$ cat src/psc_pkg.sv
/*
 * Constants for the strap-driven mode configuration block: register offsets,
 * field positions, reset values, operating-mode codes and timing counts.
 * Assumes a single 10 MHz system clock; no other file defines these names.
 */
package psc_pkg;

	// ==========================================================
	// Clock and timing
	localparam int CLK_PERIOD_NS   = 100;
	localparam int STRAP_SETTLE_NS = 400;                       // Pins released before capture
	localparam int SYNC_DEPTH      = 2;
	// Least time rounds up, never below one cycle, plus the synchroniser depth
	localparam int STRAP_SETTLE_CYC = ((STRAP_SETTLE_NS + CLK_PERIOD_NS - 1) / CLK_PERIOD_NS) < 1 ? 1 :
		((STRAP_SETTLE_NS + CLK_PERIOD_NS - 1) / CLK_PERIOD_NS);
	localparam int STRAP_WAIT_CYC  = STRAP_SETTLE_CYC + SYNC_DEPTH;
	localparam int WAIT_CNT_W      = 4;

	// ==========================================================
	// Register bus defaults
	localparam int ADDR_W_DEF = 4;
	localparam int DATA_W_DEF = 16;

	// ==========================================================
	// Register offsets (word index on the plain port)
	localparam logic [3:0] REG_CONTROL = 4'h0;
	localparam logic [3:0] REG_STRAP   = 4'h1;
	localparam logic [3:0] REG_MODE    = 4'h2;
	localparam logic [3:0] REG_STATUS  = 4'h3;

	// Control register fields
	localparam int CTRL_SOFT_RESET_BIT = 0;

	// Strap register fields
	localparam int STRAP_OPMODE_LSB  = 0;                      // Three bits
	localparam int STRAP_STATUS_BIT  = 3;
	localparam int STRAP_RMII_BIT    = 4;
	localparam int STRAP_NIBBLE_BIT  = 5;

	// Status register fields
	localparam int STAT_POWER_DOWN_BIT = 0;
	localparam int STAT_RUNNING_BIT    = 1;
	localparam int STAT_SIG_VALID_BIT  = 2;
	localparam int STAT_AUTO_XOVER_BIT = 3;
	localparam int STAT_SERIAL_BIT     = 4;

	// ==========================================================
	// Decoded mode vector fields
	localparam int MODE_W          = 8;
	localparam int MODE_AUTONEG    = 0;
	localparam int MODE_ADV_10HD   = 1;
	localparam int MODE_ADV_10FD   = 2;
	localparam int MODE_ADV_100HD  = 3;
	localparam int MODE_ADV_100FD  = 4;
	localparam int MODE_FORCE_100  = 5;
	localparam int MODE_FORCE_FD   = 6;
	localparam int MODE_FIBER      = 7;

	// Operating-mode strap codes
	localparam logic [2:0] OPM_DUAL_HD    = 3'h0;
	localparam logic [2:0] OPM_FX100_HD   = 3'h1;
	localparam logic [2:0] OPM_FX100_FD   = 3'h2;
	localparam logic [2:0] OPM_TP10_HD    = 3'h3;
	localparam logic [2:0] OPM_TP10_FD    = 3'h4;
	localparam logic [2:0] OPM_TP100_HD   = 3'h5;
	localparam logic [2:0] OPM_TP100_FD   = 3'h6;
	localparam logic [2:0] OPM_AUTO_ALL   = 3'h7;

	// Values after reset
	localparam logic [5:0]        RST_STRAPS = 6'h00;
	localparam logic [MODE_W-1:0] RST_MODE   = 8'h00;

	typedef enum {PSC_PH_SETTLE, PSC_PH_RUN} psc_phase_type;

endpackage

$ cat src/psc_strap_config.sv
/*
 * Strap capture and pin-role selection for a 10/100 transceiver: samples the
 * mode straps after hardware reset, decodes speed, duplex and media, selects
 * the MAC-side pin map, handles power-down and the cable or link status pin.
 * Assumes one 10 MHz clock; pins arrive asynchronously, core signals on clock.
 */
// Chosen here: the register offsets and the strobed register port.
`timescale 1ns/10ps

module psc_strap_config #(
	parameter int ADDR_W = psc_pkg::ADDR_W_DEF,
	parameter int DATA_W = psc_pkg::DATA_W_DEF
) (
	// Clock and reset
	input  wire logic              I_CLOCK,
	input  wire logic              I_RESETN,
	// Register port
	input  wire logic [ADDR_W-1:0] I_REG_ADDR,
	input  wire logic [DATA_W-1:0] I_REG_WDATA,
	input  wire logic              I_REG_WRITE,
	input  wire logic              I_REG_READ,
	output logic      [DATA_W-1:0] O_REG_RDATA,
	// Strap-sharing LED pins
	input  wire logic              I_INDICATOR_A_IN,
	output logic                   O_INDICATOR_A_OUT,
	output logic                   O_INDICATOR_A_OE_N,
	input  wire logic              I_INDICATOR_B_IN,
	output logic                   O_INDICATOR_B_OUT,
	output logic                   O_INDICATOR_B_OE_N,
	input  wire logic              I_INDICATOR_C_IN,
	output logic                   O_INDICATOR_C_OUT,
	output logic                   O_INDICATOR_C_OE_N,
	// Cable or link status pin
	input  wire logic              I_STATUS_PIN_IN,
	output logic                   O_STATUS_PIN_OUT,
	output logic                   O_STATUS_PIN_OE_N,
	// Collision pin (interface strap)
	input  wire logic              I_COL_PIN_IN,
	output logic                   O_COL_PIN_OUT,
	output logic                   O_COL_PIN_OE_N,
	// Receive clock pin (10 Mbps interface strap)
	input  wire logic              I_RXCLK_PIN_IN,
	output logic                   O_RXCLK_PIN_OUT,
	output logic                   O_RXCLK_PIN_OE_N,
	// Control pins
	input  wire logic              I_POWER_DOWN_IN,
	input  wire logic              I_CROSSOVER_DISABLE_IN,
	input  wire logic              I_FIBER_SIGNAL_DETECT,
	// MAC transmit pins
	input  wire logic [3:0]        I_MAC_TXD,
	input  wire logic              I_MAC_TXEN,
	input  wire logic              I_MAC_TXER,
	// MAC receive outputs
	output logic      [3:0]        O_MAC_RXD,
	output logic                   O_MAC_RXDV,
	output logic                   O_MAC_RXER,
	output logic                   O_MAC_CRS,
	// Core side, same clock
	input  wire logic [3:0]        I_CORE_RXD,
	input  wire logic              I_CORE_RXDV,
	input  wire logic              I_CORE_RXER,
	input  wire logic              I_CORE_CRS,
	input  wire logic              I_CORE_COL,
	input  wire logic              I_CORE_RXCLK_LEVEL,
	input  wire logic              I_CORE_TP_SIGNAL,
	input  wire logic              I_CORE_CABLE_PRESENT,
	input  wire logic              I_CORE_LINK_UP,
	input  wire logic              I_CORE_LED_A,
	input  wire logic              I_CORE_LED_B,
	input  wire logic              I_CORE_LED_C,
	output logic      [3:0]        O_CORE_TXD,
	output logic                   O_CORE_TXEN,
	output logic                   O_CORE_TXER,
	// Configuration outputs to the core
	output logic [psc_pkg::MODE_W-1:0] O_MODE,
	output logic                   O_BLOCKS_POWER_ON,
	output logic                   O_CORE_SOFT_RESET,
	output logic                   O_AUTO_CROSSOVER_EN,
	output logic                   O_RX_SIGNAL_VALID,
	output logic                   O_REFCLK_50M_SEL,
	output logic                   O_RMII_MODE,
	output logic                   O_SERIAL_SEVEN_WIRE_MODE
);
	import psc_pkg::*;

	// ==========================================================
	// Elaboration checks
	if (ADDR_W < 2 || DATA_W < 8 || STRAP_WAIT_CYC >= (1 << WAIT_CNT_W)) begin : g_bad_cfg
		$error("psc_strap_config: ADDR_W below 2, DATA_W below 8 or strap wait too long for its counter");
	end

	// Decode an operating-mode strap code into the mode vector
	function automatic logic [MODE_W-1:0] decode_opmode(input logic [2:0] code);
		logic [MODE_W-1:0] m;
		// Both negotiating codes advertise the half-duplex pair; forced codes advertise nothing
		m                 = '0;
		m[MODE_AUTONEG]   = (code == OPM_AUTO_ALL) || (code == OPM_DUAL_HD);
		m[MODE_ADV_10HD]  = m[MODE_AUTONEG];
		m[MODE_ADV_100HD] = m[MODE_AUTONEG];
		m[MODE_ADV_10FD]  = (code == OPM_AUTO_ALL);
		m[MODE_ADV_100FD] = (code == OPM_AUTO_ALL);
		m[MODE_FIBER]     = (code == OPM_FX100_HD) || (code == OPM_FX100_FD);
		m[MODE_FORCE_100] = m[MODE_FIBER] || (code == OPM_TP100_HD) || (code == OPM_TP100_FD);
		m[MODE_FORCE_FD]  = (code == OPM_FX100_FD) || (code == OPM_TP10_FD) || (code == OPM_TP100_FD);
		return m;
	endfunction

	// ==========================================================
	// Pin synchronisers: every pin input passes two flip-flops
	localparam int NSYNC = 15;
	logic [NSYNC-1:0] pin_raw;
	logic [NSYNC-1:0] meta_q;
	logic [NSYNC-1:0] sync_q;

	assign pin_raw = {I_MAC_TXER, I_MAC_TXEN, I_MAC_TXD, I_FIBER_SIGNAL_DETECT, I_CROSSOVER_DISABLE_IN,
		I_POWER_DOWN_IN, I_RXCLK_PIN_IN, I_COL_PIN_IN, I_STATUS_PIN_IN, I_INDICATOR_C_IN,
		I_INDICATOR_B_IN, I_INDICATOR_A_IN};

	always_ff @(posedge I_CLOCK or negedge I_RESETN) begin
		if (!I_RESETN) begin
			meta_q <= '0;
			sync_q <= '0;
		end else begin
			meta_q <= pin_raw;
			sync_q <= meta_q;
		end
	end

	// Named taps on the synchronised pins
	wire logic       pd_pin    = sync_q[6];
	wire logic       xover_dis = sync_q[7];
	wire logic       sig_det   = sync_q[8];
	wire logic [3:0] tx_d      = sync_q[12:9];
	wire logic       tx_en     = sync_q[13];
	wire logic       tx_er     = sync_q[14];

	// ==========================================================
	// Strap capture after hardware reset release
	psc_phase_type          phase_q;
	logic [WAIT_CNT_W-1:0]  wait_q;
	logic [5:0]             straps_q;   // {nibble, rmii, status, op[2:0]}
	logic [MODE_W-1:0]      mode_q;
	logic                   running;

	assign running = (phase_q == PSC_PH_RUN);

	// Pins stay released until the straps are caught; capture happens once per hardware reset
	always_ff @(posedge I_CLOCK or negedge I_RESETN) begin
		if (!I_RESETN) begin
			phase_q  <= PSC_PH_SETTLE;
			wait_q   <= '0;
			straps_q <= RST_STRAPS;
			mode_q   <= RST_MODE;
		end else if (phase_q == PSC_PH_SETTLE) begin
			if (wait_q == WAIT_CNT_W'(STRAP_WAIT_CYC - 1)) begin
				phase_q  <= PSC_PH_RUN;
				straps_q <= sync_q[5:0];
				mode_q   <= decode_opmode(sync_q[2:0]);
			end else begin
				wait_q <= wait_q + WAIT_CNT_W'(1);
			end
		end
	end
	// Straps are written nowhere else, so they hold until the next hardware reset

	logic rmii_sel;
	logic serial_sel;
	logic fiber_sel;
	assign rmii_sel   = straps_q[4];
	assign serial_sel = !straps_q[5] && !rmii_sel;   // Reduced MII takes priority over serial
	assign fiber_sel  = mode_q[MODE_FIBER];

	// ==========================================================
	// Register write side: soft reset is a self-clearing pulse
	wire logic wr_ctrl  = I_REG_WRITE && (I_REG_ADDR == ADDR_W'(REG_CONTROL));
	wire logic soft_rst = wr_ctrl && I_REG_WDATA[CTRL_SOFT_RESET_BIT];

	// ==========================================================
	// Power-down: entry on the pin, exit only through a reset with the pin low.
	// The soft-reset pulse lives here too, as it is the software way out.
	logic pd_q;
	always_ff @(posedge I_CLOCK or negedge I_RESETN) begin
		if (!I_RESETN) begin
			pd_q              <= 1'b0;
			O_CORE_SOFT_RESET <= 1'b0;
		end else begin
			O_CORE_SOFT_RESET <= soft_rst;
			if (running && pd_pin) begin
				pd_q <= 1'b1;
			end else if (soft_rst && !pd_pin) begin
				pd_q <= 1'b0;
			end
		end
	end

	wire logic active = running && !pd_q;

	// ==========================================================
	// Configuration outputs
	always_ff @(posedge I_CLOCK or negedge I_RESETN) begin
		if (!I_RESETN) begin
			O_MODE                   <= RST_MODE;
			O_BLOCKS_POWER_ON        <= 1'b0;
			O_AUTO_CROSSOVER_EN      <= 1'b0;
			O_RX_SIGNAL_VALID        <= 1'b0;
			O_REFCLK_50M_SEL         <= 1'b0;
			O_RMII_MODE              <= 1'b0;
			O_SERIAL_SEVEN_WIRE_MODE <= 1'b0;
		end else begin
			O_MODE                   <= mode_q;
			O_BLOCKS_POWER_ON        <= active;
			O_AUTO_CROSSOVER_EN      <= running && !xover_dis;
			// Fiber ignores the twisted-pair detector; no detect means no signal
			O_RX_SIGNAL_VALID        <= active && (fiber_sel ? sig_det : I_CORE_TP_SIGNAL);
			O_REFCLK_50M_SEL         <= running && rmii_sel;
			O_RMII_MODE              <= running && rmii_sel;
			O_SERIAL_SEVEN_WIRE_MODE <= running && serial_sel;
		end
	end

	// ==========================================================
	// MAC-side data path: pin map per interface, quiet in power-down.
	// Data bits carried: two in reduced MII, one in serial, four in normal MII, none when inactive
	wire logic [3:0] data_mask  = !active ? 4'h0 : rmii_sel ? 4'h3 : serial_sel ? 4'h1 : 4'hF;
	wire logic       nibble_map = active && !rmii_sel && !serial_sel;

	always_ff @(posedge I_CLOCK or negedge I_RESETN) begin
		if (!I_RESETN) begin
			O_MAC_RXD   <= 4'h0;
			O_MAC_RXDV  <= 1'b0;
			O_MAC_RXER  <= 1'b0;
			O_MAC_CRS   <= 1'b0;
			O_CORE_TXD  <= 4'h0;
			O_CORE_TXEN <= 1'b0;
			O_CORE_TXER <= 1'b0;
		end else begin
			O_MAC_RXD   <= I_CORE_RXD & data_mask;
			O_MAC_RXDV  <= rmii_sel ? active && I_CORE_CRS : nibble_map && I_CORE_RXDV;
			O_MAC_RXER  <= nibble_map && I_CORE_RXER;
			O_MAC_CRS   <= active && !rmii_sel && I_CORE_CRS;
			O_CORE_TXD  <= tx_d & data_mask;
			O_CORE_TXEN <= active && tx_en;
			O_CORE_TXER <= nibble_map && tx_er;
		end
	end

	// ==========================================================
	// Collision and receive clock pins: released until running, unused in reduced MII
	always_ff @(posedge I_CLOCK or negedge I_RESETN) begin
		if (!I_RESETN) begin
			O_COL_PIN_OUT    <= 1'b0;
			O_COL_PIN_OE_N   <= 1'b1;
			O_RXCLK_PIN_OUT  <= 1'b0;
			O_RXCLK_PIN_OE_N <= 1'b1;
		end else begin
			O_COL_PIN_OUT    <= active && I_CORE_COL;
			O_COL_PIN_OE_N   <= !(running && !rmii_sel);
			O_RXCLK_PIN_OUT  <= active && I_CORE_RXCLK_LEVEL;
			O_RXCLK_PIN_OE_N <= !(running && !rmii_sel);
		end
	end

	// ==========================================================
	// LED and status pins: driven only after capture, polarity set by the strap level
	always_ff @(posedge I_CLOCK or negedge I_RESETN) begin
		if (!I_RESETN) begin
			O_INDICATOR_A_OUT  <= 1'b0;
			O_INDICATOR_B_OUT  <= 1'b0;
			O_INDICATOR_C_OUT  <= 1'b0;
			O_INDICATOR_A_OE_N <= 1'b1;
			O_INDICATOR_B_OE_N <= 1'b1;
			O_INDICATOR_C_OE_N <= 1'b1;
			O_STATUS_PIN_OUT   <= 1'b0;
			O_STATUS_PIN_OE_N  <= 1'b1;
		end else begin
			// A pulled-up strap means the LED sinks current, so it lights low
			O_INDICATOR_A_OUT  <= I_CORE_LED_A ^ straps_q[0];
			O_INDICATOR_B_OUT  <= I_CORE_LED_B ^ straps_q[1];
			O_INDICATOR_C_OUT  <= I_CORE_LED_C ^ straps_q[2];
			O_INDICATOR_A_OE_N <= !running;
			O_INDICATOR_B_OE_N <= !running;
			O_INDICATOR_C_OE_N <= !running;
			O_STATUS_PIN_OUT   <= straps_q[3] ? !I_CORE_LINK_UP
				: I_CORE_CABLE_PRESENT;
			O_STATUS_PIN_OE_N  <= !running;
		end
	end

	// ==========================================================
	// Register read side: answers in any power state, data for one cycle only
	logic [DATA_W-1:0] rd_mux;
	always_comb begin
		rd_mux = '0;
		if (I_REG_ADDR == ADDR_W'(REG_STRAP)) begin
			rd_mux[5:0] = straps_q;
		end else if (I_REG_ADDR == ADDR_W'(REG_MODE)) begin
			rd_mux[MODE_W-1:0] = mode_q;
		end else if (I_REG_ADDR == ADDR_W'(REG_STATUS)) begin
			rd_mux[STAT_POWER_DOWN_BIT] = pd_q;
			rd_mux[STAT_RUNNING_BIT]    = running;
			rd_mux[STAT_SIG_VALID_BIT]  = O_RX_SIGNAL_VALID;
			rd_mux[STAT_AUTO_XOVER_BIT] = O_AUTO_CROSSOVER_EN;
			rd_mux[STAT_SERIAL_BIT]     = running && serial_sel;
		end
	end

	always_ff @(posedge I_CLOCK or negedge I_RESETN) begin
		if (!I_RESETN) begin
			O_REG_RDATA <= '0;
		end else begin
			O_REG_RDATA <= I_REG_READ ? rd_mux : '0;
		end
	end

endmodule

$ cat config.mk
export PLATFORM = sky130hd
export DESIGN_NAME = psc_strap_config
export DESIGN_NICKNAME = d
export VERILOG_FILES = /design/src/psc_pkg.sv /design/src/psc_strap_config.sv
export SDC_FILE = /design/constraint.sdc
export NUM_CORES = 1
export LEC_CHECK = 0
export ABC_CLOCK_PERIOD_IN_PS = 2100
export BUFFER_PORTS_ARGS = -buffer_cell sky130_fd_sc_hd__buf_2
export CAP_MARGIN = 5
export CORE_MARGIN = 8
export CORE_UTILIZATION = 49
export CTS_CLUSTER_DIAMETER = 30
export DETAILED_ROUTE_END_ITERATION = 8
export PLACE_DENSITY = 0.77
export SLEW_MARGIN = 20
export SYNTH_ARGS = -nofsm -noshare
export SYNTH_HDL_FRONTEND = slang
export SYNTH_SLANG_ARGS = --single-unit
$ cat constraint.sdc
create_clock -name I_CLOCK -period 2.1 [get_ports I_CLOCK]
set_clock_uncertainty 0.05 [all_clocks]
set_input_delay 0.42 -clock I_CLOCK [delete_from_list [all_inputs] [get_ports I_CLOCK]]
set_output_delay 0.42 -clock I_CLOCK [all_outputs]
set_load 0.02 [all_outputs]
==> results.yml <==
synth:
  ys_async_sr_fraction_pct: 100
  syn_area_sq_mm: 0.00308
  yosys.area.top_type: "dfrtp_1"
  synth_top_family_by_area: "simple AND/OR/NAND/NOR gates"
  yosysWarnings: 0
  synth_ff_type: "dfrtp_1"
  synth_common_cells: "dfrtp_1, and2_1, buf_4"
  synth_edf_count: 0
  syn_area_per_cell_sq_um: 14.7
  synth.area.top_cells: "dfrtp_1, buf_4, and2_1"
  netlist_instances: 210
  synth_sequential_area_ratio_pct: 70.8
  synth_mux_area_share_pct: 5.08
  synthDistinctLibCells: 33
  synth_compound_area_share_pct: 3.46
  yosysMostFrequentCell: "dfrtp_1"
  synthXorXnorAreaFrac_pct: 1.14
  post_synth_fa_ha_maj_area_fraction_pct: 2.44
  synth_top_area_share_pct: 69.1
  yosys.area_share.simple_pct: 10.4
  ys_seq_elements: 87
final_layout:
  area_growth_pct: 21.8
  nNetsFinal: 359
  layout-drive-gt1-share_pct: 39.8
  final_util_pct: 60.4
  diodes: 0
cts:
  clock-sinks: 87
  cts_buffers: 9
  clockRootBuffer: "clkbuf_8"
  htreeDepth: 3
  post_cts_buffers: 0
  path_clk_slew_ns: 0.09
  tritoncts: "built"
  cts_buffer_depth: 2
  cts_resized: 0
  hold_buffers: 1
  clock_latency_ns: 0.34
setup_path:
  arrival_ns: 1.89
  cp_slowest_cell: "dfrtp_1"
  crit_path_end_kind: "register"
  crit_buf_inv: 2
  start_kind: "register"
  crit_chain: "inv_1, ha_1, nor4bb_4, buf_4, mux2_2"
  worstSetupPathType: "register to register"
  cp.required_ns: 2.28
  worst_path_largest_cell_delay_ns: 0.41
  reg2reg_setup_slack_ns: 0.39
  crit_family: "flip-flops"
  critical_path.max_fanout: 14
die:
  num_rows: 29
  dieArea_sq_mm: 0.00907
  ioPinCount: 110
  fp.dieW_microns: 95.2
  initial_core_util_pct: 49.6
  core_sq_mm: 0.00620
  die_y_microns: 95.2
global_routing:
  grt-ovfl-total: 0
  grt_first_pass_wirelength_microns: 9110
  grt_antenna_before_repair: 0
  grt_pass1_vias: 1874
  grt.total_usage_pct: 13.2
  grt_max_degree: 39
timing:
  finalCritPeriodShare_pct: 81.6
  drv_slew: 0
  relSlewSlack_pct: 62.2
  tightest_slew_ns: 0.565
  rsz0062_at_grt: "false"
  setup_tns_ns: 0
  fin_crit_ns: 1.71
  max_freq_ghz: 0.584
  hold_violations: 0
  setup_viol: 0
placement:
  port_buffers: 86
  globalplace.congestion: 0.784
  hpwl_microns: 4180
drt:
  drc: 0
  drt-initial-drc-count: 46
  ant_nets: 0
  first_pass_iters: 4
  routed_wirelength_microns: 5540
  avgViaCountPerCell: 4.59
  wl_per_cell_microns: 14.5
  vias: 1748
pwr:
  p_leak_nw: 1.96
  irDropWorstVdd_mv: 0.608
  powerDensity_mw_per_mm2: 874
run:
  drv_cap: 0
run_status:
  status: "complete, no violations"
hold_path:
  hold_class: "input port to register"
-- report_power, final --
group	internal, mW	switching, mW	leakage [nW]	total [mW]
sequential	1.74	0.0319	1.07	1.77
clock	0.708	0.586	0.109	1.29
combinational	0.0829	0.129	0.776	0.212
total	2.53	0.747	1.96	3.28
-- cell families after synthesis --
group | count (synthesis)
other | 1
xor gates and xnor gates | 4
muxes | 13
adders and majority gates | 6
buffers and inverters | 29
DFF | 87
and+or+nand+nor | 52
AOI/OAI and AO/OA | 18
-- worst paths after layout --
| kind | depth (start not counted) | end | start |
|---|---|---|---|
| min reg2reg | 0 | sync_q[4] | meta_q[4] |
| max reg2reg | 5 | mode_q[5] | wait_q[1] |
| min | 1 | meta_q[12] | I_MAC_TXD[3] |
| max in group asynchronous | 3 | meta_q[11] | I_RESETN |
| min in group asynchronous | 2 | O_MODE[6] | I_RESETN |
| max | 5 | mode_q[5] | wait_q[1] |
-- per-layer routing --
layer  part of all wire [%]  GRT usage [%]
met4                    2.3           7.80
met1                     41           16.3
met2                     48           20.5
met5                      0              0
met3                    8.7           3.54
-- flip-flops by register name (all words and copies together) (netlist names), 4 cells and up --
name	flops
O_CORE_TXD	4
O_REG_RDATA	8
mode_q	5
wait_q	4
straps_q	6
O_MODE	5
meta_q	15
sync_q	15
O_MAC_RXD	4
-- metrics by stage --
| stage | cell area (sq um) | total power [mW] | cells | setup slack (ns) | hold slack, ns |
|---|---|---|---|---|---|
| after CTS | 3750 | 3.30 | 381 | 0.379 | 0.105 |
| after detailed placement | 3510 | 2.02 | 364 | 0.405 | 0.285 |
| final | 3750 | 3.28 | 381 | 0.387 | 0.121 |
| after global routing | 3750 | 3.41 | 381 | 0.303 | 0.0984 |
| after floorplan | 3100 | 1.91 | 217 | 0.491 | 0.0744 |
| after global placement | 3510 | 2.01 | 364 | 0.428 | 0.281 |
-- layout by cell type, fill, tap and decap left out, drive strengths merged, types with 3 or more instances in the layout --
cell type and count:
nor2 15, ha 6, dfrtp 85, o22ai 5, buf 90, conb 8, a21oi 7, clkbuf 10
nor3b 5, xor2 4, mux2 9, nand2 4, inv 10, and2 16, o21ai 3, mux2i 4
-- final cells by class --
type | instances | area [sq um]
Tap cell | 77 | 96.3
Inverter | 9 | 33.8
Multi-Input combinational cell | 101 | 723
Clock buffer | 10 | 138
Clock inverter | 6 | 92.6
Sequential cell | 87 | 2180
Timing Repair Buffer | 91 | 485
Fill cell | 478 | 2460
(Power assumes the default switching activity.)
